File: src/core/pfc_pkg.sv
// Package for the pin-seven function control block: register map, field layout,
// function codes, debounce timing and the carrier structs.
// Assumes a single 10 MHz clock and an AHB-Lite register bus.
package pfc_pkg;

  // ----------------------------------------------------------------
  // Clock and debounce timing
  // ----------------------------------------------------------------
  localparam int CLK_PERIOD_NS = 100;
  localparam int LONG_DEBOUNCE_US = 30000;
  localparam int NORMAL_DEBOUNCE_US = 100;
  // Least times, so rounded up to whole cycles
  localparam int LONG_DEBOUNCE_CYC =
    (LONG_DEBOUNCE_US * 1000 + CLK_PERIOD_NS - 1) / CLK_PERIOD_NS;
  localparam int NORMAL_DEBOUNCE_CYC =
    (NORMAL_DEBOUNCE_US * 1000 + CLK_PERIOD_NS - 1) / CLK_PERIOD_NS;
  localparam int DB_CNT_W = 20;

  // ----------------------------------------------------------------
  // Register map (control word index is not word aligned, so byte = 4 x index)
  // ----------------------------------------------------------------
  localparam logic [31:0] CTRL_INDEX = 32'h0000_403E;
  localparam logic [31:0] CTRL_ADDR = {CTRL_INDEX[29:0], 2'b00};
  localparam logic [31:0] INT_STATUS_ADDR = 32'h0001_0400;
  localparam logic [31:0] INT_MASK_ADDR = 32'h0001_0404;
  localparam logic [31:0] OUT_LEVEL_ADDR = 32'h0001_0408;
  localparam logic [31:0] IN_LEVEL_ADDR = 32'h0001_040C;

  localparam logic [15:0] CTRL_RESET = 16'hA400;
  // Bits 8 and 6:4 are reserved and read as zero
  localparam logic [15:0] CTRL_WMASK = 16'hFE8F;
  localparam logic INT_STATUS_RESET = 1'h0;
  localparam logic INT_MASK_RESET = 1'h0;
  localparam logic OUT_LEVEL_RESET = 1'h0;

  // ----------------------------------------------------------------
  // Field codes
  // ----------------------------------------------------------------
  localparam logic [1:0] PULL_NONE = 2'h0;
  localparam logic [1:0] PULL_DOWN = 2'h1;
  localparam logic [1:0] PULL_UP = 2'h2;

  localparam logic [3:0] FN_IN_GP_LONG = 4'h0;
  localparam logic [3:0] FN_IN_GP_FAST = 4'h1;
  localparam logic [3:0] FN_IN_PWR_ONOFF = 4'h2;
  localparam logic [3:0] FN_IN_SLEEP_WAKE = 4'h3;
  localparam logic [3:0] FN_IN_SLEEP_WAKE_LONG = 4'h4;
  localparam logic [3:0] FN_IN_SLEEP = 4'h5;
  localparam logic [3:0] FN_IN_PWR_ON = 4'h6;
  localparam logic [3:0] FN_IN_WATCHDOG = 4'h7;
  localparam logic [3:0] FN_IN_VSCALE1 = 4'h8;
  localparam logic [3:0] FN_IN_VSCALE2 = 4'h9;
  localparam logic [3:0] FN_IN_HW_EN1 = 4'hA;
  localparam logic [3:0] FN_IN_HW_EN2 = 4'hB;
  localparam logic [3:0] FN_IN_HW_CTL1 = 4'hC;
  localparam logic [3:0] FN_IN_HW_CTL2 = 4'hD;
  localparam logic [3:0] FN_IN_HW_CTL1_LONG = 4'hE;
  localparam logic [3:0] FN_IN_HW_CTL2_LONG = 4'hF;

  localparam logic [3:0] FN_OUT_GP = 4'h0;
  localparam logic [3:0] FN_OUT_OSC32K = 4'h1;
  localparam logic [3:0] FN_OUT_ON_STATE = 4'h2;
  localparam logic [3:0] FN_OUT_SLEEP_STATE = 4'h3;
  localparam logic [3:0] FN_OUT_STATE_CHANGE = 4'h4;
  localparam logic [3:0] FN_OUT_VSCALE1_DONE = 4'h8;
  localparam logic [3:0] FN_OUT_VSCALE2_DONE = 4'h9;
  localparam logic [3:0] FN_OUT_EXT_EN1 = 4'hA;
  localparam logic [3:0] FN_OUT_EXT_EN2 = 4'hB;
  localparam logic [3:0] FN_OUT_SYS_GOOD = 4'hC;
  localparam logic [3:0] FN_OUT_CONV_GOOD = 4'hD;
  localparam logic [3:0] FN_OUT_CLK2M = 4'hE;
  localparam logic [3:0] FN_OUT_AUX_RESET = 4'hF;

  // ----------------------------------------------------------------
  // Types
  // ----------------------------------------------------------------
  typedef struct packed {
    logic pin_direction;
    logic [1:0] pull_select;
    logic edge_mode;
    logic supply_domain_select;
    logic pin_polarity;
    logic open_drain_select;
    logic rsv8;
    logic pin_enable;
    logic [2:0] rsv6_4;
    logic [3:0] pin_function;
  } pfc_ctrl_t;

  // Internal status sources the pin may drive out
  typedef struct packed {
    logic osc_32k;
    logic on_state;
    logic sleep_state;
    logic state_change;
    logic vscale1_done;
    logic vscale2_done;
    logic ext_power_en1;
    logic ext_power_en2;
    logic system_supply_good;
    logic converter_power_good;
    logic ext_power_clk_2m;
    logic aux_reset;
  } pfc_src_t;

  // Requests the pin may feed as an input
  typedef struct packed {
    logic power_onoff;
    logic sleep_wake;
    logic sleep;
    logic power_on;
    logic watchdog_reset;
    logic voltage_scaling1;
    logic voltage_scaling2;
    logic hw_enable1;
    logic hw_enable2;
    logic hw_control1;
    logic hw_control2;
  } pfc_req_t;

  typedef enum logic [2:0] {
    SEL_NONE, SEL_CTRL, SEL_STAT, SEL_MASK, SEL_OUT, SEL_IN
  } pfc_sel_t;

endpackage

File: src/core/pfc_pin_ctrl.sv
// Pin-seven function control: one general-purpose pin with its control word,
// debounce, edge interrupt and routing to and from internal functions.
// Assumes internal sources and request sinks run on hclk; only pin_in is
// asynchronous. The pad resolves the wire from pin_out and pin_oe_n.
//
// Design decision made here: the AHB-Lite interface to the registers.
`timescale 1ns/100ps

module pfc_pin_ctrl
  import pfc_pkg::*;
#(
  parameter int LONG_DB_CYCLES = LONG_DEBOUNCE_CYC,
  parameter int NORMAL_DB_CYCLES = NORMAL_DEBOUNCE_CYC
) (
  // Clock and reset
  input wire logic hclk,
  input wire logic hresetn,
  // AHB-Lite slave
  input wire logic hsel,
  input wire logic [31:0] haddr,
  input wire logic [1:0] htrans,
  input wire logic hwrite,
  input wire logic [2:0] hsize,
  input wire logic [31:0] hwdata,
  input wire logic hready,
  output logic hreadyout,
  output logic hresp,
  output logic [31:0] hrdata,
  // Pad
  input wire logic pin_in,
  output logic pin_out,
  output logic pin_oe_n,
  output logic pull_up_en,
  output logic pull_down_en,
  output logic supply_domain_select,
  // Internal functions
  input wire pfc_src_t src,
  output pfc_req_t req,
  // Interrupt
  output logic irq
);

  // ----------------------------------------------------------------
  // State
  // ----------------------------------------------------------------
  typedef struct packed {
    pfc_ctrl_t ctrl;
    logic int_status;
    logic int_mask;
    logic out_level;
    logic sync1;
    logic sync2;
    logic db_level;
    logic [DB_CNT_W-1:0] db_cnt;
    logic prev_active;
    logic in_level;
    pfc_req_t req;
    logic pin_out;
    logic pin_oe_n;
    logic pull_up;
    logic pull_down;
    logic supply;
    logic irq;
    logic ap_valid;
    logic ap_write;
    pfc_sel_t ap_sel;
    logic [31:0] hrdata;
  } pfc_state_t;

  pfc_state_t st;
  pfc_state_t next_st;

  localparam pfc_state_t STATE_RESET = '{
    ctrl: CTRL_RESET,
    int_status: INT_STATUS_RESET,
    int_mask: INT_MASK_RESET,
    out_level: OUT_LEVEL_RESET,
    req: '0,
    pin_oe_n: 1'b1,
    pull_down: 1'b1,
    ap_sel: SEL_NONE,
    default: '0
  };

  // ----------------------------------------------------------------
  // Helpers
  // ----------------------------------------------------------------
  function automatic pfc_sel_t decode(input logic [31:0] addr);
    pfc_sel_t s;
    s = SEL_NONE;
    if (addr == CTRL_ADDR) s = SEL_CTRL;
    else if (addr == INT_STATUS_ADDR) s = SEL_STAT;
    else if (addr == INT_MASK_ADDR) s = SEL_MASK;
    else if (addr == OUT_LEVEL_ADDR) s = SEL_OUT;
    else if (addr == IN_LEVEL_ADDR) s = SEL_IN;
    return s;
  endfunction

  function automatic logic [31:0] read_word(input pfc_state_t s, input pfc_sel_t sel);
    logic [31:0] w;
    w = '0;
    unique case (sel)
      SEL_CTRL: w = {16'h0000, s.ctrl};
      SEL_STAT: w = {31'h0000_0000, s.int_status};
      SEL_MASK: w = {31'h0000_0000, s.int_mask};
      SEL_OUT: w = {31'h0000_0000, s.out_level};
      SEL_IN: w = {31'h0000_0000, s.in_level};
      SEL_NONE: w = '0;
    endcase
    return w;
  endfunction

  // Long debounce for codes 0, 4, 14 and 15, normal for the rest
  function automatic logic [DB_CNT_W-1:0] db_limit(input logic [3:0] fn);
    logic [DB_CNT_W-1:0] lim;
    lim = DB_CNT_W'(NORMAL_DB_CYCLES);
    if (fn == FN_IN_GP_LONG || fn == FN_IN_SLEEP_WAKE_LONG
        || fn == FN_IN_HW_CTL1_LONG || fn == FN_IN_HW_CTL2_LONG) begin
      lim = DB_CNT_W'(LONG_DB_CYCLES);
    end
    return lim;
  endfunction

  function automatic pfc_req_t route_in(input logic [3:0] fn, input logic a);
    pfc_req_t r;
    r = '0;
    unique case (fn)
      FN_IN_PWR_ONOFF: r.power_onoff = a;
      FN_IN_SLEEP_WAKE, FN_IN_SLEEP_WAKE_LONG: r.sleep_wake = a;
      FN_IN_SLEEP: r.sleep = a;
      FN_IN_PWR_ON: r.power_on = a;
      FN_IN_WATCHDOG: r.watchdog_reset = a;
      FN_IN_VSCALE1: r.voltage_scaling1 = a;
      FN_IN_VSCALE2: r.voltage_scaling2 = a;
      FN_IN_HW_EN1: r.hw_enable1 = a;
      FN_IN_HW_EN2: r.hw_enable2 = a;
      FN_IN_HW_CTL1, FN_IN_HW_CTL1_LONG: r.hw_control1 = a;
      FN_IN_HW_CTL2, FN_IN_HW_CTL2_LONG: r.hw_control2 = a;
      default: r = '0;
    endcase
    return r;
  endfunction

  // Logical (pre-polarity) level for each output function
  function automatic logic route_out(input logic [3:0] fn, input logic lvl,
                                     input pfc_src_t s);
    logic v;
    v = 1'b0;
    unique case (fn)
      FN_OUT_GP: v = lvl;
      FN_OUT_OSC32K: v = s.osc_32k;
      FN_OUT_ON_STATE: v = s.on_state;
      FN_OUT_SLEEP_STATE: v = s.sleep_state;
      FN_OUT_STATE_CHANGE: v = s.state_change;
      FN_OUT_VSCALE1_DONE: v = s.vscale1_done;
      FN_OUT_VSCALE2_DONE: v = s.vscale2_done;
      FN_OUT_EXT_EN1: v = s.ext_power_en1;
      FN_OUT_EXT_EN2: v = s.ext_power_en2;
      FN_OUT_SYS_GOOD: v = s.system_supply_good;
      FN_OUT_CONV_GOOD: v = s.converter_power_good;
      FN_OUT_CLK2M: v = s.ext_power_clk_2m;
      FN_OUT_AUX_RESET: v = s.aux_reset;
      default: v = 1'b0;
    endcase
    return v;
  endfunction

  // ----------------------------------------------------------------
  // Next state
  // ----------------------------------------------------------------
  logic in_mode;
  logic out_mode;
  logic lvl;
  logic active;
  logic edge_seen;
  logic drive;
  logic [DB_CNT_W-1:0] lim;

  always_comb begin
    next_st = st;
    in_mode = st.ctrl.pin_enable && st.ctrl.pin_direction;
    out_mode = st.ctrl.pin_enable && !st.ctrl.pin_direction;

    // Register writes in the data phase
    if (st.ap_valid && st.ap_write) begin
      unique case (st.ap_sel)
        SEL_CTRL: next_st.ctrl = hwdata[15:0] & CTRL_WMASK;
        SEL_STAT: next_st.int_status = st.int_status & ~hwdata[0];
        SEL_MASK: next_st.int_mask = hwdata[0];
        SEL_OUT: next_st.out_level = hwdata[0];
        SEL_IN, SEL_NONE: next_st.ctrl = st.ctrl;
      endcase
    end

    // Synchroniser, then debounce on the synchronised level
    next_st.sync1 = pin_in;
    next_st.sync2 = st.sync1;
    lim = db_limit(st.ctrl.pin_function);
    if (st.sync2 == st.db_level) begin
      next_st.db_cnt = '0;
    end else if (st.db_cnt >= lim - 1'b1) begin
      next_st.db_level = st.sync2;
      next_st.db_cnt = '0;
    end else begin
      next_st.db_cnt = st.db_cnt + 1'b1;
    end

    // Code 1 bypasses the debouncer, all other input codes use it
    lvl = (st.ctrl.pin_function == FN_IN_GP_FAST) ? st.sync2 : st.db_level;
    active = ~(lvl ^ st.ctrl.pin_polarity);
    next_st.prev_active = active;
    // A polarity change flips the active level and may raise one edge event
    edge_seen = st.ctrl.edge_mode ? (active != st.prev_active)
                                  : (active && !st.prev_active);
    // Set wins over a clear written in the same cycle
    if (in_mode && edge_seen) next_st.int_status = 1'b1;

    next_st.in_level = in_mode && active;
    next_st.req = route_in(st.ctrl.pin_function, in_mode && active);

    // Output drive; reserved codes give the inactive level
    drive = ~(route_out(st.ctrl.pin_function, st.out_level, src)
              ^ st.ctrl.pin_polarity);
    if (!out_mode) begin
      next_st.pin_oe_n = 1'b1;
      next_st.pin_out = 1'b0;
    end else if (st.ctrl.open_drain_select) begin
      next_st.pin_oe_n = drive;
      next_st.pin_out = 1'b0;
    end else begin
      next_st.pin_oe_n = 1'b0;
      next_st.pin_out = drive;
    end

    next_st.pull_up = (st.ctrl.pull_select == PULL_UP);
    next_st.pull_down = (st.ctrl.pull_select == PULL_DOWN);
    next_st.supply = st.ctrl.supply_domain_select;
    next_st.irq = next_st.int_status && next_st.int_mask;

    // Address phase; read data comes from the updated copy so a read
    // straight after a write sees the new value
    next_st.ap_valid = hsel && htrans[1] && hready;
    next_st.ap_write = hwrite;
    next_st.ap_sel = decode(haddr);
    if (hsel && htrans[1] && hready && !hwrite) begin
      next_st.hrdata = read_word(next_st, decode(haddr));
    end
  end

  always_ff @(posedge hclk or negedge hresetn) begin
    if (!hresetn) begin
      st <= STATE_RESET;
    end else begin
      st <= next_st;
    end
  end

  // ----------------------------------------------------------------
  // Outputs
  // ----------------------------------------------------------------
  assign hreadyout = 1'b1;
  assign hresp = 1'b0;
  assign hrdata = st.hrdata;
  assign pin_out = st.pin_out;
  assign pin_oe_n = st.pin_oe_n;
  assign pull_up_en = st.pull_up;
  assign pull_down_en = st.pull_down;
  assign supply_domain_select = st.supply;
  assign req = st.req;
  assign irq = st.irq;

  logic [DB_CNT_W-1:0] chk_lim;
  assign chk_lim = db_limit(st.ctrl.pin_function);
endmodule

File: config.mk
export PLATFORM = sky130hd
export DESIGN_NAME = pfc_pin_ctrl
export DESIGN_NICKNAME = d
export VERILOG_FILES = /design/src/core/pfc_pkg.sv /design/src/core/pfc_pin_ctrl.sv
export SDC_FILE = /design/constraint.sdc
export NUM_CORES = 1
export LEC_CHECK = 0
export BUFFER_PORTS_ARGS = -buffer_cell sky130_fd_sc_hd__buf_2
export CAP_MARGIN = 20
export CORE_MARGIN = 2
export CORE_UTILIZATION = 50
export DETAILED_ROUTE_END_ITERATION = 10
export PLACE_DENSITY = 0.9
export SYNTH_ARGS = -nofsm -noshare
export SYNTH_HDL_FRONTEND = slang
export SYNTH_SLANG_ARGS = --single-unit
File: constraint.sdc
create_clock -name hclk -period 3.3 [get_ports hclk]
set_input_delay 0.66 -clock hclk [delete_from_list [all_inputs] [get_ports hclk]]
set_output_delay 0.66 -clock hclk [all_outputs]
set_load 0.005 [all_outputs]
# ---- Word level (Yosys, flattened, before mapping)
# Index checks and enable logic that the tools add are counted.
dict set report op_classes {
  reduce_logical 22
  magnitude_cmp 1
  n_eq_ne 33
  mux 32
  add_sub_neg 2
  bitwise 7
}
# cell n
set ops {}
lappend ops {{32-bit one-hot mux with 6 select lines} 1}
lappend ops {{32-bit by 17-bit == test with 1-bit output (second input constant)} 5}
lappend ops {{20-bit two-way mux} 2}
lappend ops {{19-bit two-way mux} 2}
lappend ops {{4-bit == test (second input constant)} 8}
lappend ops {{20-bit by 1-bit adder with 20-bit output (second input constant)} 1}
lappend ops {{20-bit greater-or-equal comparator} 1}
lappend ops {{20-bit by 1-bit subtractor with 20-bit output (second input constant)} 1}
lappend ops {{3-bit two-way mux} 6}
lappend ops {{1-bit two-way mux} 17}
lappend ops {{4-bit by 3-bit == test with 1-bit output (second input constant)} 4}
lappend ops {{16-bit two-way mux} 1}
lappend ops {{1-bit one-hot mux with 13 select lines} 1}
lappend ops {{3-bit by 2-bit == test with 1-bit output (second input constant)} 4}
lappend ops {{1-bit logical AND} 10}
lappend ops {{3-bit == test (second input constant)} 3}
lappend ops {{4-bit by 2-bit == test with 1-bit output (second input constant)} 2}
lappend ops {{3-bit by 1-bit == test with 1-bit output (second input constant)} 2}
lappend ops {{2-bit OR reduction} 3}
lappend ops {{4-bit by 1-bit == test with 1-bit output (second input constant)} 1}
lappend ops {{4-bit zero test} 1}
lappend ops {{2-bit two-way mux} 2}
lappend ops {{1-bit inverter} 4}
lappend ops {{1-bit zero test} 3}
lappend ops {{other kinds (9)} 12}
dict set report totals {
  ff_bits 97
  in_bits 87
}

# ---- Depth between registers and ports, before layout
dict set report depth {
  ltp_word 9
  depth_mapped 13
}

# ---- Worst setup path before layout
# Ideal clock, no wire load.
dict set report synth_timing {
  path_kind {register to register}
  from {reg st[83] (netlist name)}
  to {reg st[61] (netlist name)}
  setup_slack_ns 0.618
  required_ns 3.229
  stages_incl_launch_ff 13
  synth_period_minus_slack_ns 2.682
  t_arrival_ns 2.610
  setup_ns 0.071
  cell_sequence {dfrtp_1 -> buf_4 -> and3_1 -> or2_4 -> inv_2 -> ha_1 -> and3_1 -> a311oi_2 -> a211oi_1 -> or4_1 -> buf_2 -> buf_6 -> nor2_1}
}
# element line
set synth_lines {}
lappend synth_lines {{start: declaration} pfc_pin_ctrl.sv:70} ;# pfc_state_t st;
lappend synth_lines {{start signal: assignment} pfc_pin_ctrl.sv:254} ;# st <= next_st;

# ---- Worst setup path after layout
dict set report layout_timing {
  from {reg st[82] (netlist name)}
  to {reg st (netlist bit hrdata[0])}
}
dict set report layout_between {
  elab_chain_len 9
  word_cells_on_any_way 13
}
# element line
set layout_rtl {}
lappend layout_rtl {{4-bit by 1-bit == test with 1-bit output *} pfc_pin_ctrl.sv:209} ;# lvl = (st.ctrl.pin_function == FN_IN_GP_FAST) ? st.sync2 : st.db_level;
lappend layout_rtl {{1-bit two-way mux *} pfc_pin_ctrl.sv:209}
lappend layout_rtl {{1-bit XOR *} pfc_pin_ctrl.sv:210} ;# active = ~(lvl ^ st.ctrl.pin_polarity);
lappend layout_rtl {{1-bit inverter *} pfc_pin_ctrl.sv:210}
lappend layout_rtl {{via active} pfc_pin_ctrl.sv:174} ;# logic active;
lappend layout_rtl {{1-bit != test / 1-bit logical AND (equally long branches)} {pfc_pin_ctrl.sv:213, pfc_pin_ctrl.sv:214}}
lappend layout_rtl {{1-bit two-way mux} pfc_pin_ctrl.sv:213} ;# edge_seen = st.ctrl.edge_mode ? (active != st.prev_active)
lappend layout_rtl {{1-bit logical AND} pfc_pin_ctrl.sv:216} ;# if (in_mode && edge_seen) next_st.int_status = 1'b1;
lappend layout_rtl {{1-bit two-way mux} pfc_pin_ctrl.sv:216}
lappend layout_rtl {{32-bit one-hot mux with 6 select lines *} pfc_pin_ctrl.sv:102} ;# unique case (sel)
# Mark *: on every way through the listed nets, which the timed path passes. The rest lies on a longest branch. The select of a mux whose other input is x is not followed.
# A chain may end at the register's enable or synchronous reset.

==> impl_metrics.toml <==
[clocking]
ctsHoldBuffers = 0
clockRootBuffer = "clkbuf_8"
cts_tree = "yes"
clkTransAtPathRegs_ns = 0.08
htreeDepth = 3
cts_setup_buffers = 0
cts_buffers = 9
insertion_delay_ns = 0.36
clockBufferDepth = 2
cts_sinks = 81

[sta]
fmaxAchievable_mhz = 333.5
rsz0062_at_grt = "no"
post-route-min-period_ns = 2.998
finalSetupViolCount = 0
max_slew_margin = 0.3521
period_share = 0.9086
hold_viol = 0
slew_viol_final = 0
clock_skew_ns = 0.01180
fin_ws_ns = 0.3017
fin_setup_tns_ns = 0
tightest_slew_ns = 0.9718

[worst_setup_path]
startpoint = "st[82]"
setup.worst_path.end = "hrdata[0]"
worst-path-buf-inv = 1
crit_top_cell = "a21oi_1"
cp_slowest_cell = "dfrtp_1"
crit_required_ns = 3.58
path_cells = "nor4b_2 > mux2i_1 > xnor2_1 > inv_1 > ha_1 > a211oi_1 > a21oi_1 > mux2_2 > o32a_1 > a21oi_1"
slowest_delay_ns = 0.59
cp.depth = 10
critPathArrivalTime_ns = 3.28
worstRegToRegCells = 10
r2r-end = "hrdata[0]"
r2r-start = "st[82]"
critPathLaunchType = "flip-flop"
end_kind = "flip-flop"
cp_top_family = "compound AO/OA/AOI/OAI gates"
critPathKind = "flip-flop to flip-flop"
reg2reg_setup_slack_ns = 0.30
cp_max_fo = 10

[floorplan]
dieHeight_um = 93.12
dieArea_um2 = 8671
ioPinCount = 138
num_rows = 32
start_util = 0.5139
fp.dieW_um = 93.12
coreArea_um2 = 7727

[logic_synthesis]
synthTopCellsByArea = "dfrtp_1 48%, buf_4 8.7%, nor2_1 4.1%, mux2_2 3.7%, a22o_1 3.3%"
ys_seq_elements = 81
syn_inst = 372
synthesis.area_um2 = 3971
ys_warn_count = 0
synth.most_common_cell = "dfrtp_1"
synth_top_area_share = 0.4789
yosys-top-cells-count = "76 x dfrtp_1, 46 x buf_4, 43 x nor2_1"
async_flop_share = 1.000
synth_top_cell_by_area = "dfrtp_1"
synth-edff-count = 0
synth_ff_type = "dfrtp_1"
ys_seq_area_frac = 0.5120
syn_avg_cell_area_um2 = 10.68
ys_types = 49

[drt]
drc = 0
drtIter0Drc = 283
wl_um = 8023
drtAntennaViolNets = 0
vias = 2890
drt-vias-per-instance = 5.264
first_pass_iters = 4
post_drt_wl_per_cell_um = 14.61

[global_route]
grt_pass1_wl_um = 13540
antenna_found_initial = 0
gr-total-overflow = 0
grt_max_degree = 82
grt_pass1_vias = 2894
track_usage = 0.2008

[place]
io_buffers = 95
place_area_um2 = 4280
place_congestion = 0.8354
dp_hpwl_um = 5672
pre_cts_slack_ns = 0.2071

[power]
max-vdd-ir-drop_uv = 324.9
leakagePower_nw = 2.253
p_per_area_nw_per_um2 = 425.4

[layout]
area_growth_pct = 13.58
drive_above_1_share = 0.3177
nNetsFinal = 533
fin_util = 0.5837
n_fill_cell = 632
n_antenna_cell = 0
design_area_um2 = 4511

[flow_run]
cap_violations = 0

[outcome]
status = "finished clean"

[hold_path]
min_path_type = "flip-flop to flip-flop"
[through the flow]
| step | power (W) | cells | hold slack (ns) |
|---|---|---|---|
| CTS | 0.001934 | 549 | 0.3649 |
| detailed placement | 0.001129 | 533 | 0.3347 |
| finish | 0.001919 | 549 | 0.3596 |
| global placement | 0.001125 | 533 | 0.3385 |
| floorplan | 0.001084 | 389 | 0.3312 |
| global route | 0.001994 | 549 | 0.3909 |
[power by group]
part / switching, W / internal, W
Sequential: 0.00000711 / 0.00100
Clock: 0.000375 / 0.000433
Combinational: 0.0000573 / 0.0000437
[registers in the layout (all words and copies together) (netlist names)]
name,flops
hrdata,16
pin_out,1
next_st,2
supply_domain_select,1
pin_oe_n,1
pull_up_en,1
pull_down_en,1
st,46
req,11
irq,1
[placed cells by master (no fill, tap or decap), drive strengths merged, types with 3 or more instances in the layout]
cell and count:
nor2 43, mux2i 6, inv 12, nand2 21
clkbuf 9, conb 19, o21ai 6, ha 4
nor4 11, nor2b 9, nor3b 3, a22o 15
nand4 4, xor2 12, mux2 13, and3 7
nor4b 4, a21oi 6, buf 100, nor3 12
and4 4, nand3 10, dfstp 5, xnor2 8
dfrtp 76
[repair_timing]
action	CTS	global route
endpoints found under the setup margin	0	19
gates resized for setup	0	1
endpoints found under the hold margin	0	0
[cell type report]
class	instances	area (um^2)	share of cell area
clock buffers	9	123.9	0.02746
clock inverters	7	102.6	0.02275
flip-flops and latches	81	2033	0.4508
multi-input cells	240	1570	0.3481
well taps	102	127.6	0.02829
inverters	10	37.54	0.008322
repair buffers	100	515.5	0.1143
[worst min-delay path by stage]
stage / from / slack (ns) / to / cells after the start
floorplan: next_st[77] / 0.33 / st[77] / 0
global placement: next_st[77] / 0.34 / st[77] / 0
detailed placement: next_st[77] / 0.33 / st[77] / 0
CTS: next_st[77] / 0.36 / st[77] / 0
global route: next_st[77] / 0.39 / st[77] / 0
finish: next_st[77] / 0.36 / st[77] / 0
[per-layer routing]
| layer | routed length, um | global-route usage | vias to the layer above |
|---|---|---|---|
| met5 | 0 | 0 | - |
| met4 | 100 | 0.06005 | 0 |
| met3 | 446 | 0.06446 | 10 |
| met2 | 4230 | 0.3376 | 78 |
| met1 | 3245 | 0.2488 | 1425 |
| li1 | - | - | 1377 |
[cells by family after synthesis]
group	after synthesis	synth area share
AOI/OAI and AO/OA	40	0.07593
xor gates and xnor gates	20	0.04411
adders and majority gates	4	0.01260
buffers and inverters	68	0.1118
DFF	81	0.5120
muxes	20	0.05766
other	2	0.001891
and+or+nand+nor	137	0.1840
Note: power is estimated with default switching activity, not from simulation.
